[src/hdl/lfcu_consts.svh]
// Constants of the ladder flow control unit
// Assumes inclusion by the package, the design module and the bench files
`ifndef LFCU_CONSTS_SVH
`define LFCU_CONSTS_SVH
`define LFCU_STACK_W     9
`define LFCU_SUB_W       6
`define LFCU_PC_W        16
`define LFCU_IDX_W       16
`define LFCU_DEPTH       8
`define LFCU_LVL_W       4
`define LFCU_STEP_W      8
`define LFCU_STACK_ENTRY 9'h001
`endif

[src/hdl/lfcu_pkg.sv]
// Types of the ladder flow control unit
// Assumes the constants header is on the include path
`include "lfcu_consts.svh"
package lfcu_pkg;
   typedef enum logic [3:0] {
      LFCU_OP_NONE, LFCU_OP_CALL, LFCU_OP_CONDITIONAL_RETURN, LFCU_OP_RET, LFCU_OP_FOR,
      LFCU_OP_NEXT, LFCU_OP_SEG_LOAD, LFCU_OP_SEG_END, LFCU_OP_TRANS,
      LFCU_OP_OTHER
   } lfcu_op_t;
   // Decoded instruction from fetch, with its own address
   typedef struct packed {
      logic                     valid;
      lfcu_op_t                 op;
      logic [`LFCU_SUB_W-1:0]   sub_num;
      logic [`LFCU_STEP_W-1:0]  step_num;
      logic [`LFCU_IDX_W-1:0]   initial_val;
      logic [`LFCU_IDX_W-1:0]   final_val;
      logic [`LFCU_PC_W-1:0]    pc;
      logic [`LFCU_PC_W-1:0]    loop_exit_pc;
   } lfcu_instr_t;
   // Redirect order to fetch
   typedef struct packed {
      logic                     branch;
      logic [`LFCU_PC_W-1:0]    target;
   } lfcu_redirect_t;
endpackage

[src/hdl/lfcu_flow.sv]
// Ladder flow control unit: calls, returns, counted loops, step segments
// Assumes fetch presents one decoded instruction a cycle and obeys redirects
// How it works
// - call branches to subroutine 0..63, returns after
// - conditional return leaves only when logic true
// - unconditional return always leaves subroutine
// - calls nest eight deep, recursion allowed
// - call saves stack, enters with one on top
// - return restores stack saved at call
// - accumulators untouched by call or return
// - start above end skips the loop
// - loop end increments index, exits past final
// - loop end forces stack top to one
// - loops nest eight deep, paired ends
// - segment load copies step bit to stacks
// - segment body runs only when step stack set
// - powered transition sets target, clears own step
// - several powered transitions all set together
`include "lfcu_consts.svh"
module lfcu_flow (
   input  wire logic                      ref_clk_i,
   input  wire logic                      reset_n_i,
   input  wire lfcu_pkg::lfcu_instr_t     instr_i,
   input  wire logic [`LFCU_STACK_W-1:0]  lstack_i,
   input  wire logic [`LFCU_PC_W-1:0]     sub_base_i,
   output logic [`LFCU_STACK_W-1:0]       lstack_o,
   output logic                           lstack_load_o,
   output lfcu_pkg::lfcu_redirect_t       redirect_o,
   output logic                           exec_enable_o,
   output logic [`LFCU_IDX_W-1:0]         loop_index_o,
   output logic [(1<<`LFCU_STEP_W)-1:0]   step_bits_o,
   output logic                           nest_error_o
);
   // ----------------------------------------------------------------
   // Storage
   // ----------------------------------------------------------------
   logic [`LFCU_STACK_W-1:0] save_stack [`LFCU_DEPTH];
   logic [`LFCU_PC_W-1:0]    ret_pc     [`LFCU_DEPTH];
   logic [`LFCU_IDX_W-1:0]   loop_idx   [`LFCU_DEPTH];
   logic [`LFCU_IDX_W-1:0]   loop_fin   [`LFCU_DEPTH];
   logic [`LFCU_PC_W-1:0]    loop_top   [`LFCU_DEPTH];
   logic [`LFCU_LVL_W-1:0]   call_lvl_reg;
   logic [`LFCU_LVL_W-1:0]   loop_lvl_reg;
   logic [(1<<`LFCU_STEP_W)-1:0] step_reg;
   logic                     seg_active_reg;
   logic                     step_stack_reg;
   logic [`LFCU_STEP_W-1:0]  seg_step_reg;

   // Index increment used by loop end only; loop entry loads the initial value
   function automatic logic [`LFCU_IDX_W-1:0] inc_idx(input logic [`LFCU_IDX_W-1:0] v);
      inc_idx = v + `LFCU_IDX_W'(1);
   endfunction

   // ----------------------------------------------------------------
   // Decode
   // ----------------------------------------------------------------
   wire v        = instr_i.valid;
   wire gated    = seg_active_reg && !step_stack_reg;
   wire is_call  = v && !gated && instr_i.op == lfcu_pkg::LFCU_OP_CALL;
   wire is_conditional_return  = v && !gated && instr_i.op == lfcu_pkg::LFCU_OP_CONDITIONAL_RETURN;
   wire is_ret   = v && !gated && instr_i.op == lfcu_pkg::LFCU_OP_RET;
   wire is_for   = v && !gated && instr_i.op == lfcu_pkg::LFCU_OP_FOR;
   wire is_next  = v && !gated && instr_i.op == lfcu_pkg::LFCU_OP_NEXT;
   wire is_load  = v && instr_i.op == lfcu_pkg::LFCU_OP_SEG_LOAD;
   wire is_end   = v && instr_i.op == lfcu_pkg::LFCU_OP_SEG_END;
   wire is_trans = v && !gated && instr_i.op == lfcu_pkg::LFCU_OP_TRANS;
   wire call_full = call_lvl_reg == `LFCU_LVL_W'(`LFCU_DEPTH);
   wire loop_full = loop_lvl_reg == `LFCU_LVL_W'(`LFCU_DEPTH);
   wire do_call  = is_call && !call_full;
   wire do_ret   = (is_ret || (is_conditional_return && lstack_i[0]))
                   && call_lvl_reg != '0;
   wire skip_for = is_for && instr_i.initial_val > instr_i.final_val;
   wire do_for   = is_for && !skip_for && !loop_full;
   wire [`LFCU_LVL_W-1:0] ctop = call_lvl_reg - `LFCU_LVL_W'(1);
   wire [`LFCU_LVL_W-1:0] ltop = loop_lvl_reg - `LFCU_LVL_W'(1);
   wire [2:0] cslot = ctop[2:0];
   wire [2:0] lslot = ltop[2:0];
   wire [2:0] cnew  = call_lvl_reg[2:0];
   wire [2:0] lnew  = loop_lvl_reg[2:0];
   wire have_loop = loop_lvl_reg != '0;
   wire [`LFCU_IDX_W-1:0] nidx = inc_idx(loop_idx[lslot]);
   // Compare before the increment so a final value of all ones cannot wrap
   wire loop_again = is_next && have_loop && loop_idx[lslot] < loop_fin[lslot];
   wire loop_done  = is_next && have_loop && !loop_again;

   // ----------------------------------------------------------------
   // Next values for the outputs
   // ----------------------------------------------------------------
   logic [`LFCU_STACK_W-1:0] lstack_next;
   logic                     lstack_load_next;
   lfcu_pkg::lfcu_redirect_t redirect_next;
   always_comb begin
      lstack_next      = lstack_i;
      lstack_load_next = 1'b0;
      redirect_next    = '0;
      if (do_call) begin
         lstack_next      = `LFCU_STACK_ENTRY;
         lstack_load_next = 1'b1;
         redirect_next    = '{1'b1, sub_base_i + `LFCU_PC_W'(instr_i.sub_num)};
      end else if (do_ret) begin
         lstack_next      = save_stack[cslot];
         lstack_load_next = 1'b1;
         redirect_next    = '{1'b1, ret_pc[cslot]};
      end else if (skip_for || (is_for && loop_full)) begin
         redirect_next    = '{1'b1, instr_i.loop_exit_pc};
      end else if (is_next) begin
         lstack_next      = {lstack_i[`LFCU_STACK_W-1:1], 1'b1};
         lstack_load_next = 1'b1;
         if (loop_again)
            redirect_next = '{1'b1, loop_top[lslot]};
      end else if (is_load) begin
         lstack_next      = {lstack_i[`LFCU_STACK_W-1:1], step_reg[instr_i.step_num]};
         lstack_load_next = 1'b1;
      end
   end

   // ----------------------------------------------------------------
   // Call stack and loop stack (accumulators never pass here)
   // ----------------------------------------------------------------
   always_ff @(posedge ref_clk_i or negedge reset_n_i) begin
      if (!reset_n_i) begin
         call_lvl_reg <= '0;
         loop_lvl_reg <= '0;
      end else begin
         if (do_call)
            call_lvl_reg <= call_lvl_reg + `LFCU_LVL_W'(1);
         else if (do_ret)
            call_lvl_reg <= ctop;
         if (do_for)
            loop_lvl_reg <= loop_lvl_reg + `LFCU_LVL_W'(1);
         else if (loop_done)
            loop_lvl_reg <= ltop;
      end
   end

   // Frame contents, written on accepted entries, loop index also on loop_again
   always_ff @(posedge ref_clk_i) begin
      if (do_call) begin
         save_stack[cnew] <= lstack_i;
         ret_pc[cnew]     <= instr_i.pc + `LFCU_PC_W'(1);
      end
      if (do_for) begin
         loop_idx[lnew] <= instr_i.initial_val;
         loop_fin[lnew] <= instr_i.final_val;
         loop_top[lnew] <= instr_i.pc + `LFCU_PC_W'(1);
      end else if (loop_again)
         loop_idx[lslot] <= nidx;
   end

   // ----------------------------------------------------------------
   // Step bits and segment state
   // ----------------------------------------------------------------
   always_ff @(posedge ref_clk_i or negedge reset_n_i) begin
      if (!reset_n_i) begin
         step_reg       <= '0;
         seg_active_reg <= 1'b0;
         step_stack_reg <= 1'b0;
         seg_step_reg   <= '0;
      end else if (is_load) begin
         seg_active_reg <= 1'b1;
         step_stack_reg <= step_reg[instr_i.step_num];
         seg_step_reg   <= instr_i.step_num;
      end else if (is_end) begin
         seg_active_reg <= 1'b0;
      end else if (is_trans && lstack_i[0]) begin
         step_reg[instr_i.step_num] <= 1'b1;
         // Outside a segment there is no own step bit to clear
         if (seg_active_reg && instr_i.step_num != seg_step_reg)
            step_reg[seg_step_reg] <= 1'b0;
      end
   end

   // ----------------------------------------------------------------
   // Output flops
   // ----------------------------------------------------------------
   always_ff @(posedge ref_clk_i or negedge reset_n_i) begin
      if (!reset_n_i) begin
         lstack_o      <= '0;
         lstack_load_o <= 1'b0;
         redirect_o    <= '0;
         exec_enable_o <= 1'b1;
         loop_index_o  <= '0;
         nest_error_o  <= 1'b0;
      end else begin
         lstack_o      <= lstack_next;
         lstack_load_o <= lstack_load_next;
         redirect_o    <= redirect_next;
         exec_enable_o <= is_load ? step_reg[instr_i.step_num] :
                          is_end ? 1'b1 : exec_enable_o;
         loop_index_o  <= do_for ? instr_i.initial_val : loop_again ? nidx : loop_index_o;
         nest_error_o  <= (is_call && call_full) || (is_for && !skip_for && loop_full);
      end
   end
   assign step_bits_o = step_reg;

   // ----------------------------------------------------------------
   // Checks
   // ----------------------------------------------------------------
   a_call_entry_stack: assert property (@(posedge ref_clk_i) disable iff (!reset_n_i)
      do_call |=> lstack_o == `LFCU_STACK_ENTRY && redirect_o.branch)
      else $error("call did not enter with fresh stack");
   a_ret_restore: assert property (@(posedge ref_clk_i) disable iff (!reset_n_i)
      do_ret |=> lstack_o == $past(save_stack[cslot]))
      else $error("return did not restore stack");
   a_conditional_return_false_stay: assert property (@(posedge ref_clk_i) disable iff (!reset_n_i)
      is_conditional_return && !lstack_i[0] |=> !redirect_o.branch)
      else $error("false conditional return left");
   a_ret_always: assert property (@(posedge ref_clk_i) disable iff (!reset_n_i)
      is_ret && call_lvl_reg != '0 |=> redirect_o.branch)
      else $error("return did not branch");
   a_loop_skip: assert property (@(posedge ref_clk_i) disable iff (!reset_n_i)
      skip_for |=> redirect_o.target == $past(instr_i.loop_exit_pc))
      else $error("empty loop not skipped");
   a_next_top_one: assert property (@(posedge ref_clk_i) disable iff (!reset_n_i)
      is_next |=> lstack_o[0] && lstack_load_o)
      else $error("loop end did not force top");
   a_nest_error: assert property (@(posedge ref_clk_i) disable iff (!reset_n_i)
      is_call && call_full |=> nest_error_o && $stable(call_lvl_reg))
      else $error("ninth call not refused");
   a_depth_bound: assert property (@(posedge ref_clk_i) disable iff (!reset_n_i)
      call_lvl_reg <= `LFCU_LVL_W'(`LFCU_DEPTH) &&
      loop_lvl_reg <= `LFCU_LVL_W'(`LFCU_DEPTH))
      else $error("nesting depth exceeded");
   a_trans_sets: assert property (@(posedge ref_clk_i) disable iff (!reset_n_i)
      is_trans && lstack_i[0] |=> step_reg[$past(instr_i.step_num)])
      else $error("transition target not set");
   c_call_ret: cover property (@(posedge ref_clk_i) do_call ##[1:20] do_ret);
   c_loop_again: cover property (@(posedge ref_clk_i) loop_again);
   c_nest_full: cover property (@(posedge ref_clk_i) is_call && call_full);
   c_trans: cover property (@(posedge ref_clk_i) is_trans && lstack_i[0]);
endmodule

[config.mk]
export PLATFORM = sky130hd
export DESIGN_NAME = lfcu_flow
export DESIGN_NICKNAME = d
export VERILOG_FILES = /design/src/hdl/lfcu_pkg.sv /design/src/hdl/lfcu_flow.sv
export VERILOG_INCLUDE_DIRS = /design/src /design/src/hdl
export SDC_FILE = /design/constraint.sdc
export NUM_CORES = 1
export LEC_CHECK = 0
export ABC_CLOCK_PERIOD_IN_PS = 9900
export BUFFER_PORTS_ARGS = -buffer_cell sky130_fd_sc_hd__buf_2
export CAP_MARGIN = 25
export CORE_UTILIZATION = 59
export CTS_CLUSTER_DIAMETER = 50
export DETAILED_ROUTE_END_ITERATION = 7
export GPL_TIMING_DRIVEN = 0
export PLACE_DENSITY_LB_ADDON = 0.05
export SLEW_MARGIN = 20
export SYNTH_ARGS = -nofsm -noshare
export SYNTH_HDL_FRONTEND = slang
export SYNTH_SLANG_ARGS = --single-unit
[constraint.sdc]
create_clock -name ref_clk_i -period 9.9 [get_ports ref_clk_i]
set_input_delay 1.98 -clock ref_clk_i [delete_from_list [all_inputs] [get_ports ref_clk_i]]
set_output_delay 1.98 -clock ref_clk_i [all_outputs]
set_load 0.01 [all_outputs]
==> summary.md <==
| Metric | Value |
|---|---|
| Total Routing Usage GR | `38.1%` |
| Root buffer cell | `clkbuf_16` |
| Startpoint types | `flop` |
| Peak VDD IR | `0.233 mV` |
| Residual DRC | `0` |
| Ys flop type | `edfxtp_1` |
| Fin area | `46200 um2` |
| Post_cts resized | `0` |
| Post-synth top cells | `edfxtp_1 (584), a21oi_1 (527), dfrtp_1 (318)` |
| 1st-pass router iterations | `7` |
| Most used cell, CP | `buf_2` |
| Dpl cell area | `42900 um2` |
| Crit path cell chain | `buf_6, buf_6, buf_2, buf_2, buf_2, inv_1, ha_1, buf_2, buf_2, buf_2, clkbuf_1, clkbuf_1, mux4_2, mux2i_1, ha_1, a41o_1, a211oi_1, o211ai_1, o211ai_2, nand3_1, buf_2, or2_1, a211oi_4, buf_6` |
| CTS buffer count | `96` |
| YS warnings | `0` |
| Largest family of logic cells by synthesized area | `multiplexers` |
| Synth Area in Adders | `1.44%` |
| Crit end category | `flop` |
| # fillers | `4315` |
| Worst-path clk slew | `0.07 ns` |
| Tot Pwr | `10.9 mW` |
| Largest net degree at the start of global routing | `95` |
| Final hold viol count | `0` |
| Worst slew pin tran | `1.08 ns` |
| Yosys reg bits | `903` |
| Status | `complete, no violations` |
| Top-area cell type share of the netlist area | `45.2%` |
| Vias per cell | `6.76` |
| CP max FO | `11` |
| Yosys cell types | `73` |
| Final slew viol count | `0` |
| Synth top area cells | `edfxtp_1 (45%), dfrtp_1 (20%), mux4_2 (12%), a21oi_1 (6.8%), mux2i_1 (1.8%)` |
| Die W | `259 um` |
| Clock latency on the worst-skew pair | `0.67 ns` |
| Worst Path Required | `10.25 ns` |
| DP HPWL | `91.7 mm` |
| Cell leakage power | `18.4 nW` |
| Final WS setup | `1.27 ns` |
| Max-Cap Viols | `0` |
| CP Class | `flop to flop` |
| First-pass GRT wire length | `182 mm` |
| Slew headroom | `27.4%` |
| Nets | `3288` |
| Post-synth ARST share | `35.3%` |
| Layout area overhead | `18.9%` |
| Antenna Nets Post-Route | `0` |
| Simple-gate share of the synthesized area | `4.48%` |
| Tmin final | `8.63 ns` |
| DR vias | `27600` |
| Row cnt | `93` |
| CP Data Arrival Time | `8.98 ns` |
| Final cell count without fillers | `4077` |
| Clock Skew | `0.0285 ns` |
| Die height | `259 um` |
| Top Ports | `411` |
| Initial antenna violation count | `6` |
| Hold Path Stages | `1` |
| GPL Wtd Cong | `1.06` |
| CTS tree | `yes` |
| Cells after synthesis | `2560` |
| Sequential share of the synthesized area | `65.7%` |
| WL per Instance | `31.0 um` |
| Setup-failing EPs final | `0` |
| Crit-path slowest cell | `clkbuf_1` |
| Compound-cell area share of the yosys netlist | `9.94%` |
| DP Worst Slack | `1.23 ns` |
| Post-CTS Hold Fix Bufs | `0` |
| Peak Freq | `116 MHz` |
| Post-synth EDFFs | `584` |
| Share of layout cells above drive strength 1 | `30.1%` |
| Largest stage delay on the critical path | `0.64 ns` |
| Count leader, synth | `edfxtp_1` |
| Initial core utilization | `60.0%` |
| Number of global-route vias before repair | `26900` |
| H-tree Lvls | `3` |
| Synth area leader | `edfxtp_1` |
| 1st-iter DRT viols | `3916` |
| Routed wire length | `126 mm` |
| XOR/XNOR share of the synthesized area | `1.35%` |
| Syn Area/Cell | `15.2 um2` |
| Worst r2r path cells | `24` |
| Placed cells | `3889` |
| Placeable Area | `64700 um2` |
| Syn nets | `2714` |
| RSZ-0062 raised after global routing | `no` |
| Max reg flops | `256` |
| Hold Path Class | `flop to flop` |
| CTS Buffer Depth | `3` |
| Clock Sinks | `903` |
| # Post-CTS Setup Buffers | `0` |
| Die area | `66800 um2` |
| PortBufs | `406` |
| Synthesized cell area | `38800 um2` |
| Mux cell area share after synthesis | `14.7%` |
| Tcrit/Tclk final | `87.1%` |
| GRT overflow | `0` |
| Cell Pwr Density | `237 nW/um2` |
==> cells by family (layout without fill, tap and decap cells) <==
logic type      Yosys count  after routing
xor+xnor                 59             59
compound gates          686            686
simple gates            349            349
flops                   903            903
mux                     303            303
other cells               0              6
buf+inv                 216            872
fa+ha+maj                44             44
==> path summary, 6_finish.rpt <==
path	to	slack, ns	startpoint
hold reg to reg	step_stack_reg$_DFFE_PN0P_	0.48	step_stack_reg$_DFFE_PN0P_
min in group asynchronous	loop_index_o[14]$_DFFE_PN0P_	1.30	reset_n_i
hold / removal	step_stack_reg$_DFFE_PN0P_	0.48	step_stack_reg$_DFFE_PN0P_
max in group asynchronous	step_bits_o[69]$_DFFE_PN0P_	7.27	reset_n_i
setup reg to reg	loop_idx[7][11]$_DFFE_PP_	1.27	loop_lvl_reg[0]$_DFFE_PN0P_
setup / recovery	loop_idx[7][11]$_DFFE_PP_	1.27	loop_lvl_reg[0]$_DFFE_PN0P_
==> through the flow <==
stage | hold WS [ns] | setup TNS, ns | utilization [%]
2_1_floorplan | 0.456 | 0 | -
3_3_place_gp | 0.467 | -36.80 | 64.8
3_5_place_dp | 0.472 | 0 | 66.4
4_1_cts | 0.486 | 0 | 71.2
5_1_grt | 0.519 | 0 | 71.3
6_report | 0.484 | 0 | 71.3
==> power by group <==
part / switching, mW / leakage [nW] / total [mW] / internal (mW)
Clock: 1.54 / 1.51 / 3.54 / 2.00
Sequential: 0.0706 / 9.63 / 4.27 / 4.20
Combinational: 1.84 / 7.24 / 3.12 / 1.28
==> per-layer routing <==
layer  vias up  routed length [um]  global-route usage (%)
met5         -                   0                       0
met2      2003               57000                    57.0
met1     14000               48200                    53.7
li1      11200                   -                       -
met3       356               14800                    9.30
met4         0                6380                    17.2
==> placed cells by master, fill, tap and decap left out, types with 51 or more instances in the layout <==
cell type  netlist  layout
mux4_2         208     208
a21oi_1        527     527
clkbuf_1       114     133
edfxtp_1       584     584
mux2i_1         71      71
clkbuf_16        0      97
nor2_1          88      83
nand2_1         88      88
buf_2           29     443
dfrtp_1        318     318
inv_1           51      51
==> layout make-up <==
type	instances	area [um2]	area share (%)
antenna	6	15.0	0.0325
buffer	165	731	1.58
clock buffer	121	2570	5.56
clock inverter	59	577	1.25
inverter	51	191	0.415
multi-input combinational	1441	12700	27.6
sequential	903	25500	55.3
tap	855	1070	2.32
timing repair buffer	476	2740	5.94
==> critical path: cells and delay by family, from the launching register on <==
family	cells	cell delay, ns
AO/OA/AOI/OAI	5	1.50
multiplexers	2	0.65
flip-flops	1	0.46
buffers and inverters	13	4.46
AND/OR/NAND/NOR	2	0.57
adder cells (fa/ha/maj)	2	0.63
(Power assumes the default switching activity.)
